--- config.mk ---
export PLATFORM = sky130hd
export DESIGN_NAME = ext_mem_timing
export DESIGN_NICKNAME = d
export VERILOG_FILES = /design/src/logic/ext_mem_pkg.sv /design/src/logic/phase_timer_if.sv /design/src/logic/phase_timer.sv /design/src/logic/ext_mem_timing.sv
export SDC_FILE = /design/constraint.sdc
export NUM_CORES = 1
export LEC_CHECK = 0
export BUFFER_PORTS_ARGS = -buffer_cell sky130_fd_sc_hd__buf_2
export CAP_MARGIN = 40
export CORE_MARGIN = 8
export CORE_UTILIZATION = 60
export CTS_CLUSTER_DIAMETER = 30
export CTS_CLUSTER_SIZE = 25
export DETAILED_ROUTE_END_ITERATION = 10
export HOLD_SLACK_MARGIN = 0.03
export PLACE_DENSITY = 0.85
export SYNTH_ARGS = -nofsm -noshare
export SYNTH_HDL_FRONTEND = slang
export SYNTH_SLANG_ARGS = --single-unit
--- constraint.sdc ---
create_clock -name i_sys_clk -period 11.4 [get_ports i_sys_clk]
set_clock_uncertainty 0.05 [all_clocks]
set_input_delay 1.14 -clock i_sys_clk [delete_from_list [all_inputs] [get_ports i_sys_clk]]
set_output_delay 1.14 -clock i_sys_clk [all_outputs]
set_load 0.03 [all_outputs]
--- src/logic/ext_mem_pkg.sv ---
// ext_mem_pkg: shared constants and types of the external memory strobe timer
// assumes an 8-bit special-function register port and one system clock
package ext_mem_pkg;
  // ----------------------------------------------------------------
  // register addresses and reset values
  // ----------------------------------------------------------------
  localparam logic [7:0] TIMING_ADDR = 8'h84;
  localparam logic [7:0] CONFIG_ADDR = 8'h85;
  localparam logic [7:0] BANK_ADDR   = 8'hAA;
  localparam logic [7:0] TIMING_RST  = 8'hFF;
  localparam logic [7:0] CONFIG_RST  = 8'h00;
  localparam logic [7:0] BANK_RST    = 8'h00;
  localparam logic [7:0] CONFIG_MASK = 8'h1F;
  // ----------------------------------------------------------------
  // field positions
  // ----------------------------------------------------------------
  localparam int SETUP_LSB  = 6;
  localparam int SETUP_MSB  = 7;
  localparam int WIDTH_LSB  = 2;
  localparam int WIDTH_MSB  = 5;
  localparam int HOLD_LSB   = 0;
  localparam int HOLD_MSB   = 1;
  localparam int LATCH_LSB  = 0;
  localparam int LATCH_MSB  = 1;
  localparam int MUX_BIT    = 4;
  localparam int REGION_LSB = 2;
  localparam int REGION_MSB = 3;
  localparam logic [1:0] REGION_BANK = 2'h2;
  // ----------------------------------------------------------------
  // timing
  // ----------------------------------------------------------------
  localparam int TMR_W          = 4;
  localparam int ACCESS_OVERHEAD = 4;
  typedef enum logic [3:0] {
    ST_IDLE, ST_ADDR, ST_ALE_HI, ST_ALE_LO, ST_SETUP,
    ST_STROBE, ST_HOLD, ST_RELEASE, ST_DONE
  } state_t;
endpackage : ext_mem_pkg

--- src/logic/phase_timer_if.sv ---
// phase_timer_if: load and expiry signals between sequencer and phase timer
// assumes both ends run on the system clock
`timescale 1ns/10ps
interface phase_timer_if;
  import ext_mem_pkg::*;
  logic             load;
  logic [TMR_W-1:0] load_val;
  logic             zero;
  modport ctl (output load, output load_val, input zero);
  modport tmr (input load, input load_val, output zero);
endinterface : phase_timer_if

--- src/logic/phase_timer.sv ---
// phase_timer: down counter that measures one bus phase in system clocks
// assumes a synchronous active-high reset
`timescale 1ns/10ps
module phase_timer (
  input  wire logic   i_sys_clk,
  input  wire logic   i_reset,
  phase_timer_if.tmr  tif
);
  import ext_mem_pkg::*;
  logic [TMR_W-1:0] cnt_ff;

  always_ff @(posedge i_sys_clk) begin
    if (i_reset) begin
      cnt_ff <= '0;
    end else if (tif.load) begin
      cnt_ff <= tif.load_val;
    end else if (cnt_ff != '0) begin
      cnt_ff <= cnt_ff - 1'b1;
    end
  end

  assign tif.zero = (cnt_ff == '0);
endmodule : phase_timer

--- src/logic/ext_mem_timing.sv ---
// ext_mem_timing: sequencer for off-chip data memory accesses
// assumes the core raises i_acc_req only for off-chip accesses, holds it one cycle
//
// Overview of operation
// - setup field inserts 0-3 cycles before strobe
// - strobe width is field plus one cycles
// - hold field keeps address 0-3 cycles after
// - timing register at 0x84, page independent
// - codes 101/110/111 give non-multiplexed wide accesses
// - codes 001/010/011 give multiplexed wide accesses
// - 101/111 narrow non-multiplexed: upper byte undriven
// - 001/011 narrow multiplexed: upper byte undriven
// - 110 narrow non-multiplexed: upper byte from bank
// - 010 narrow multiplexed: upper byte from bank
// - narrow access low byte is indirect pointer
// - latch strobe high lasts 1-4 cycles
// - latch strobe low lasts 1-4 cycles
// - write data leads strobe release 1-19 cycles
// - write data held 0-3 cycles after release
// - reset loads largest setup, width, hold
// - latch width field code plus one, multiplexed only
// - access takes four cycles plus programmed parameters
// - shared port carries address, then data
`timescale 1ns/10ps
module ext_mem_timing (
  input  wire logic       i_sys_clk,
  input  wire logic       i_reset,
  input  wire logic [7:0] i_sfr_addr,
  input  wire logic       i_sfr_wr,
  input  wire logic       i_sfr_rd,
  input  wire logic [7:0] i_sfr_wdata,
  output logic      [7:0] o_sfr_rdata,
  input  wire logic       i_acc_req,
  input  wire logic       i_acc_write,
  input  wire logic       i_acc_wide,
  input  wire logic [15:0] i_acc_addr,
  input  wire logic [7:0] i_acc_ptr,
  input  wire logic [7:0] i_acc_wdata,
  output logic            o_acc_done,
  output logic      [7:0] o_acc_rdata,
  output logic      [7:0] o_addr_hi,
  output logic            o_addr_hi_oe,
  output logic      [7:0] o_ad,
  output logic            o_ad_oe,
  input  wire logic [7:0] i_ad,
  output logic      [7:0] o_data,
  output logic            o_data_oe,
  input  wire logic [7:0] i_data,
  output logic            o_ale,
  output logic            o_rd_n,
  output logic            o_wr_n
);
  import ext_mem_pkg::*;

  // ----------------------------------------------------------------
  // registers
  // ----------------------------------------------------------------
  logic [7:0] external_memory_timing_ff, external_memory_config_ff, bank_page_register_ff;

  // page select never reaches this decode, so every page sees the registers
  always_ff @(posedge i_sys_clk) begin
    if (i_reset) begin
      external_memory_timing_ff <= TIMING_RST;
    end else if (i_sfr_wr && i_sfr_addr == TIMING_ADDR) begin
      external_memory_timing_ff <= i_sfr_wdata;
    end
  end

  always_ff @(posedge i_sys_clk) begin
    if (i_reset) begin
      external_memory_config_ff <= CONFIG_RST;
    end else if (i_sfr_wr && i_sfr_addr == CONFIG_ADDR) begin
      external_memory_config_ff <= i_sfr_wdata & CONFIG_MASK;
    end
  end

  always_ff @(posedge i_sys_clk) begin
    if (i_reset) begin
      bank_page_register_ff <= BANK_RST;
    end else if (i_sfr_wr && i_sfr_addr == BANK_ADDR) begin
      bank_page_register_ff <= i_sfr_wdata;
    end
  end

  always_ff @(posedge i_sys_clk) begin
    if (i_reset) begin
      o_sfr_rdata <= 8'h00;
    end else if (i_sfr_rd) begin
      case (i_sfr_addr)
        TIMING_ADDR: o_sfr_rdata <= external_memory_timing_ff;
        CONFIG_ADDR: o_sfr_rdata <= external_memory_config_ff;
        BANK_ADDR:   o_sfr_rdata <= bank_page_register_ff;
        default:     o_sfr_rdata <= 8'h00;
      endcase
    end
  end

  // ----------------------------------------------------------------
  // access snapshot
  // ----------------------------------------------------------------
  // settings are frozen per access so a mid-access write cannot tear a phase
  logic [7:0]  acc_tc_ff, acc_cf_ff, acc_bank_ff, acc_wdata_ff;
  logic        acc_wr_ff, acc_wide_ff;
  logic [15:0] acc_addr_ff;
  state_t      state_ff, nxt_state;

  always_ff @(posedge i_sys_clk) begin
    if (i_reset) begin
      {acc_tc_ff, acc_cf_ff, acc_bank_ff} <= {TIMING_RST, CONFIG_RST, BANK_RST};
      {acc_wr_ff, acc_wide_ff, acc_addr_ff, acc_wdata_ff} <= '0;
    end else if (state_ff == ST_IDLE && i_acc_req) begin
      acc_tc_ff    <= external_memory_timing_ff;
      acc_cf_ff    <= external_memory_config_ff;
      acc_bank_ff  <= bank_page_register_ff;
      acc_wr_ff    <= i_acc_write;
      acc_wide_ff  <= i_acc_wide;
      acc_addr_ff  <= i_acc_wide ? i_acc_addr : {8'h00, i_acc_ptr};
      acc_wdata_ff <= i_acc_wdata;
    end
  end

  // live values while idle, frozen ones once the access has begun
  logic        idle, cur_wr, cur_wide, cur_mux;
  logic [7:0]  cur_tc, cur_cf, cur_bank, cur_wdata;
  logic [15:0] cur_addr;
  logic [1:0]  f_setup, f_hold, f_latch;
  logic [3:0]  f_width;

  assign idle      = (state_ff == ST_IDLE);
  assign cur_tc    = idle ? external_memory_timing_ff : acc_tc_ff;
  assign cur_cf    = idle ? external_memory_config_ff : acc_cf_ff;
  assign cur_bank  = idle ? bank_page_register_ff : acc_bank_ff;
  assign cur_wr    = idle ? i_acc_write : acc_wr_ff;
  assign cur_wide  = idle ? i_acc_wide : acc_wide_ff;
  assign cur_addr  = idle ? (i_acc_wide ? i_acc_addr : {8'h00, i_acc_ptr}) : acc_addr_ff;
  assign cur_wdata = idle ? i_acc_wdata : acc_wdata_ff;
  assign cur_mux   = ~cur_cf[MUX_BIT];
  assign f_setup   = cur_tc[SETUP_MSB:SETUP_LSB];
  assign f_width   = cur_tc[WIDTH_MSB:WIDTH_LSB];
  assign f_hold    = cur_tc[HOLD_MSB:HOLD_LSB];
  assign f_latch   = cur_cf[LATCH_MSB:LATCH_LSB];

  // ----------------------------------------------------------------
  // phase sequencer
  // ----------------------------------------------------------------
  phase_timer_if tif ();

  phase_timer u_timer (
    .i_sys_clk (i_sys_clk),
    .i_reset   (i_reset),
    .tif       (tif.tmr)
  );

  state_t after_addr;
  assign after_addr = (f_setup == 2'h0) ? ST_STROBE : ST_SETUP;

  always_comb begin
    nxt_state = state_ff;
    case (state_ff)
      ST_IDLE:    if (i_acc_req) nxt_state = ST_ADDR;
      ST_ADDR:    nxt_state = cur_mux ? ST_ALE_HI : after_addr;
      ST_ALE_HI:  if (tif.zero) nxt_state = ST_ALE_LO;
      ST_ALE_LO:  if (tif.zero) nxt_state = after_addr;
      ST_SETUP:   if (tif.zero) nxt_state = ST_STROBE;
      ST_STROBE: begin
        if (tif.zero) nxt_state = (f_hold == 2'h0) ? ST_RELEASE : ST_HOLD;
      end
      ST_HOLD:    if (tif.zero) nxt_state = ST_RELEASE;
      ST_RELEASE: nxt_state = ST_DONE;
      ST_DONE:    nxt_state = ST_IDLE;
      default:    nxt_state = ST_IDLE;
    endcase
  end

  always_comb begin
    tif.load     = (nxt_state != state_ff);
    tif.load_val = '0;
    case (nxt_state)
      ST_ALE_HI: tif.load_val = TMR_W'(f_latch);
      ST_ALE_LO: tif.load_val = TMR_W'(f_latch);
      ST_SETUP:  tif.load_val = TMR_W'(f_setup - 2'h1);
      ST_STROBE: tif.load_val = f_width;
      ST_HOLD:   tif.load_val = TMR_W'(f_hold - 2'h1);
      default:   tif.load_val = '0;
    endcase
  end

  always_ff @(posedge i_sys_clk) begin
    if (i_reset) begin
      state_ff <= ST_IDLE;
    end else begin
      state_ff <= nxt_state;
    end
  end

  // ----------------------------------------------------------------
  // pin drive, all from next state so the pins leave flip-flops
  // ----------------------------------------------------------------
  logic drive, data_phase, strobe, bank_mode, nxt_ad_oe;

  assign drive      = nxt_state inside {ST_ADDR, ST_ALE_HI, ST_ALE_LO,
                                        ST_SETUP, ST_STROBE, ST_HOLD};
  assign data_phase = nxt_state inside {ST_SETUP, ST_STROBE, ST_HOLD};
  assign strobe     = (nxt_state == ST_STROBE);
  assign bank_mode  = (cur_cf[REGION_MSB:REGION_LSB] == REGION_BANK);
  // the latch keeps the low address only once the latch strobe has fallen
  assign nxt_ad_oe  = cur_mux ? (drive && (!data_phase || cur_wr)) : drive;

  always_ff @(posedge i_sys_clk) begin
    if (i_reset) begin
      o_rd_n <= 1'b1;
      o_wr_n <= 1'b1;
      o_ale  <= 1'b0;
    end else begin
      o_rd_n <= ~(strobe && !cur_wr);
      o_wr_n <= ~(strobe && cur_wr);
      o_ale  <= (nxt_state == ST_ALE_HI);
    end
  end

  always_ff @(posedge i_sys_clk) begin
    if (i_reset) begin
      o_addr_hi    <= 8'h00;
      o_addr_hi_oe <= 1'b0;
    end else begin
      o_addr_hi_oe <= drive && (cur_wide || bank_mode);
      o_addr_hi    <= cur_wide ? cur_addr[15:8] : cur_bank;
    end
  end

  always_ff @(posedge i_sys_clk) begin
    if (i_reset) begin
      o_ad      <= 8'h00;
      o_ad_oe   <= 1'b0;
      o_data    <= 8'h00;
      o_data_oe <= 1'b0;
    end else begin
      o_ad_oe   <= nxt_ad_oe;
      o_ad      <= (cur_mux && data_phase) ? cur_wdata : cur_addr[7:0];
      o_data_oe <= !cur_mux && cur_wr && data_phase;
      o_data    <= cur_wdata;
    end
  end

  // ----------------------------------------------------------------
  // read return
  // ----------------------------------------------------------------
  // two-stage sync costs two cycles, so a tap marks the last strobe-low cycle
  // and the sample is taken two cycles later; with zero hold the load data
  // therefore lands one cycle after done
  logic [7:0] ad_s1_ff, ad_s2_ff, data_s1_ff, data_s2_ff;
  logic [1:0] rd_tap_ff;

  always_ff @(posedge i_sys_clk) begin
    if (i_reset) begin
      {ad_s1_ff, ad_s2_ff, data_s1_ff, data_s2_ff} <= '0;
      rd_tap_ff <= 2'h0;
    end else begin
      {ad_s2_ff, ad_s1_ff}     <= {ad_s1_ff, i_ad};
      {data_s2_ff, data_s1_ff} <= {data_s1_ff, i_data};
      rd_tap_ff <= {rd_tap_ff[0], (state_ff == ST_STROBE && tif.zero && !acc_wr_ff)};
    end
  end

  always_ff @(posedge i_sys_clk) begin
    if (i_reset) begin
      o_acc_rdata <= 8'h00;
    end else if (rd_tap_ff[1]) begin
      o_acc_rdata <= acc_cf_ff[MUX_BIT] ? data_s2_ff : ad_s2_ff;
    end
  end

  always_ff @(posedge i_sys_clk) begin
    if (i_reset) begin
      o_acc_done <= 1'b0;
    end else begin
      o_acc_done <= (nxt_state == ST_DONE);
    end
  end

  // ----------------------------------------------------------------
  // checks
  // ----------------------------------------------------------------
  logic [5:0] dwell_ff, busy_ff, low_ff;

  always_ff @(posedge i_sys_clk) begin
    if (i_reset) begin
      {dwell_ff, busy_ff, low_ff} <= '0;
    end else begin
      dwell_ff <= (nxt_state != state_ff) ? 6'h00 : dwell_ff + 6'h01;
      busy_ff  <= idle ? 6'h00 : busy_ff + 6'h01;
      low_ff   <= (!o_rd_n || !o_wr_n) ? low_ff + 6'h01 : 6'h00;
    end
  end

  chk_setup_len: assert property (@(posedge i_sys_clk) disable iff (i_reset)
    (state_ff == ST_SETUP && nxt_state != ST_SETUP) |-> int'(dwell_ff) + 1 == int'(f_setup))
    else $error("address setup length wrong");
  chk_strobe_width: assert property (@(posedge i_sys_clk) disable iff (i_reset)
    $rose(o_rd_n & o_wr_n) |-> int'(low_ff) == int'(acc_tc_ff[WIDTH_MSB:WIDTH_LSB]) + 1)
    else $error("strobe width wrong");
  chk_hold_len: assert property (@(posedge i_sys_clk) disable iff (i_reset)
    (state_ff == ST_HOLD && nxt_state != ST_HOLD) |-> int'(dwell_ff) + 1 == int'(f_hold))
    else $error("address hold length wrong");
  chk_ale_high: assert property (@(posedge i_sys_clk) disable iff (i_reset)
    (state_ff == ST_ALE_HI && nxt_state != ST_ALE_HI) |-> dwell_ff == 6'(f_latch))
    else $error("latch strobe high length wrong");
  chk_ale_low: assert property (@(posedge i_sys_clk) disable iff (i_reset)
    (state_ff == ST_ALE_LO && nxt_state != ST_ALE_LO) |-> dwell_ff == 6'(f_latch) && o_rd_n && o_wr_n)
    else $error("latch strobe low length wrong");
  chk_total_cycles: assert property (@(posedge i_sys_clk) disable iff (i_reset)
    o_acc_done |-> int'(busy_ff) + 2 == ACCESS_OVERHEAD + int'(f_setup) + int'(f_width) + 1
      + int'(f_hold) + (cur_mux ? 2 * (int'(f_latch) + 1) : 0))
    else $error("access length wrong");
  chk_one_strobe: assert property (@(posedge i_sys_clk) disable iff (i_reset)
    !o_rd_n |-> (o_wr_n && !acc_wr_ff && o_addr_hi_oe == (acc_wide_ff || bank_mode)))
    else $error("wrong strobe for access");
  chk_no_bank: assert property (@(posedge i_sys_clk) disable iff (i_reset)
    (!idle && !acc_wide_ff && !bank_mode) |-> ##1 !o_addr_hi_oe)
    else $error("upper byte driven without bank select");
  chk_bank_drive: assert property (@(posedge i_sys_clk) disable iff (i_reset)
    (o_addr_hi_oe && !acc_wide_ff && !idle) |-> o_addr_hi == acc_bank_ff)
    else $error("upper byte not from bank register");
  chk_write_data: assert property (@(posedge i_sys_clk) disable iff (i_reset)
    $rose(o_wr_n) && !cur_mux |-> o_data_oe == (acc_tc_ff[HOLD_MSB:HOLD_LSB] != 2'h0))
    else $error("write data hold wrong");
  chk_reset_defaults: assert property (@(posedge i_sys_clk)
    $past(i_reset) |-> external_memory_timing_ff == TIMING_RST)
    else $error("timing register not at maximum after reset");
endmodule : ext_mem_timing

==> impl_metrics.csv <==
group,metric,value,unit
status,status,"finished, final reports clean",
placement,dp_cells,924,
placement,dp_hpwl,10570,um
placement,gp_congestion,0.9088,
finish,area_growth,18.89,%
placement,port_buffers,117,
drt,wl,15590,um
logic_synthesis,synth-seq-cells,157,
drt,met3WireLength,1162,um
finish,largest_reg_flops,16,
timing,maxSlewHeadroom,0.4089,
logic_synthesis,postSynthAreaPerCell,8.936,um^2
critical_path,required,11.77,ns
logic_synthesis,synthFlopType,"dfxtp_1",
logic_synthesis,synth_top_cell_by_area,"dfxtp_1",
timing,grt_setup_unrepaired,"false",
global_routing,grt_pass1_wl,25390,um
logic_synthesis,ys_top_cells_by_area,"dfxtp_1, nand2_1, mux2i_1, a211oi_1, a21oi_1",
logic_synthesis,synthDistinctLibCells,59,
critical_path,end_kind,"register",
timing,max_freq,264.1,MHz
global_routing,grt_pass1_vias,5392,
die,dieArea,14280,um^2
power,power_density,213.0,nW/um^2
finish,final_nets,881,
global_routing,antenna_found_initial,0,
clocking,clockRootBuffer,"clkbuf_8",
drt,highest_layer,"met4",
critical_path,cp-start-kind,"register",
critical_path,path_max_fanout,57,
drt,wl_met2,7581,um
power,total_leakage_power,0.003184,uW
power,ir_drop,0.1558,mV
logic_synthesis,synthesis.area,6425,um^2
clocking,hold_buffers,0,
die,die_h,119.5,um
hold_path,hold_depth,1,
drt,drt.antenna.violating_nets,0,
timing,fin_crit,3.786,ns
logic_synthesis,synth_top_area_share,0.4892,
clocking,clock_latency,0.54,ns
clocking,path_clk_slew,0.06,ns
logic_synthesis,syn-num-nets,793,
finish,fillers,742,
drt,drt-initial-drc-count,539,
critical_path,worstReg2RegStart,"state_ff[3]$_SDFF_PP0_",
timing,fin_crit_sh,0.3321,
die,initial_core_util,0.6196,
logic_synthesis,synth_edf_count,0,
hold_path,hold_start,"data_s1_ff[2]$_SDFF_PP0_",
logic_synthesis,yosysSeqAreaShare,0.4892,
critical_path,path_class,"register to register",
finish,final_cell_mix,"dfxtp_1, nand2_1, buf_2, nor2_1, a21oi_1",
clocking,cts_buffer_depth,2,
clocking,post_cts_resized,0,
finish,diodes,0,
global_routing,track_usage,0.2166,
drt,routed_via_density,5.785,
critical_path,timing.rr.end,"o_ad[4]$_SDFF_PP0_",
logic_synthesis,async_reset_ff_frac,0,
timing,tightest_slew,0.8866,ns
drt,route.detailed.drc,0,
critical_path,cp.arrival,4.16,ns
finish,final_common_cell,"dfxtp_1",
timing,hold_violations,0,
clocking,cts_buffers,17,
drt,dr.pass1.iters,5,
die,fp.dieW,119.5,um
logic_synthesis,ys_warn_count,0,
timing,maxSlewViolCount,0,
clocking,cts_tree,"done",
die,rows,37,
drt,drt-met1-wl,6578,um
hold_path,hp-class,"register to register",
timing,timing.setup.tns,0,ns
global_routing,grt.overflow.total,0,
drt,num_vias,5525,
timing,finalSetupViolCount,0,
critical_path,r2r_cells,10,
global_routing,grt_start_max_net_pins,96,
die,coreArea,10370,um^2
run,maxCapViolCount,0,
logic_synthesis,netlist_instances,719,
clocking,postCtsSetupBuffers,0,
finish,final_cells,955,
clocking,cts_sinks,157,
hold_path,min_to,"data_s2_ff[2]$_SDFF_PP0_",
drt,post_drt_wl_per_cell,16.33,um
finish,layout-drive-gt1-share,0.2125,
finish,largest-register,"acc_addr_ff",
critical_path,r2r_slack,7.61,ns
die,ioPinCount,118,
clocking,htreeDepth,4,
-- kinds of logic after synthesis --
family / Yosys count / share of synthesized area
AO/OA/AOI/OAI: 148 / 0.1583
buffers and inverters: 58 / 0.03583
multiplexers: 55 / 0.08783
XOR/XNOR: 3 / 0.004090
flip-flops: 157 / 0.4892
adder cells (fa/ha/maj): 3 / 0.005843
AND/OR/NAND/NOR: 295 / 0.2189
-- final cells by class --
type                       instances  area (um^2)  area share
tap                              136        170.2     0.02228
clock buffer                      25        504.2     0.06601
clock inverter                     6        105.1     0.01376
multi-input combinational        504         3059      0.4005
timing repair buffer             122        638.1     0.08354
inverter                           5        18.77    0.002457
sequential                       157         3143      0.4115
-- how the worst max path moves through the flow --
stage,depth (start not counted),slack (ns),endpoint,from
final,10,7.61,o_ad[4]$_SDFF_PP0_,state_ff[3]$_SDFF_PP0_
after global routing,10,7.45,o_ad[4]$_SDFF_PP0_,state_ff[2]$_SDFF_PP0_
after CTS,10,7.66,o_ad[4]$_SDFF_PP0_,state_ff[3]$_SDFF_PP0_
after detailed placement,10,7.75,o_ad[5]$_SDFF_PP0_,state_ff[3]$_SDFF_PP0_
after global placement,10,7.83,o_ad[4]$_SDFF_PP0_,state_ff[3]$_SDFF_PP0_
after floorplan,12,7.75,o_ad[0]$_SDFF_PP0_,state_ff[3]$_SDFF_PP0_
-- stage by stage --
stage	power [uW]	instance area, um^2	setup WS [ns]	util	hold slack [ns]
6_report	1627	7639	7.614	0.7366	0.3852
5_1_grt	1698	7639	7.451	0.7366	0.4033
4_1_cts	1632	7639	7.663	0.7366	0.3890
3_5_place_dp	1058	7029	7.749	0.6778	0.3720
3_3_place_gp	1041	7009	7.833	0.6759	0.3678
2_1_floorplan	953.0	6425	7.751	-	0.3638
-- worst max-delay path, stage by stage, from the launching register on --
cell	delay, ns
dfxtp_1	0.44
nor4_2	0.31
buf_4	0.55
mux2i_1	0.33
ha_1	0.22
nand2b_1	0.07
and3_1	0.22
o41ai_4	0.48
nor2_2	0.18
o221ai_4	0.39
mux2_2	0.39
-- Yosys cell counts (2+ instances only) --
cell / number
inv_1: 5
nand3_1: 20
buf_2: 10
o32ai_1: 2
o21bai_1: 2
a21o_1: 2
dfxtp_1: 157
a211oi_1: 52
nor2_1: 59
a21oi_1: 58
xnor2_1: 2
nor2b_1: 43
mux2i_1: 44
clkbuf_1: 33
o211a_1: 2
nor4_1: 3
nand3b_1: 16
nand4b_1: 2
nor3_1: 5
buf_1: 10
a31o_2: 2
o22a_1: 2
and2_1: 2
o21ai_0: 6
nand2b_1: 2
nand2_1: 128
ha_1: 3
and3_1: 3
mux2_2: 11
and4b_1: 2
a22oi_1: 3
-- where the power goes --
group	internal [uW]	total, uW	switching (uW)
Clock	367	574	208
Sequential	605	641	36.3
Combinational	148	412	264
Total	1120	1630	508
-- metal layers --
layer	vias to the layer above	track usage
li1	2679	-
met1	2629	0.2476
met2	188	0.3622
met3	29	0.07747
met4	0	0.08587
met5	-	0
(Power assumes the default switching activity.)
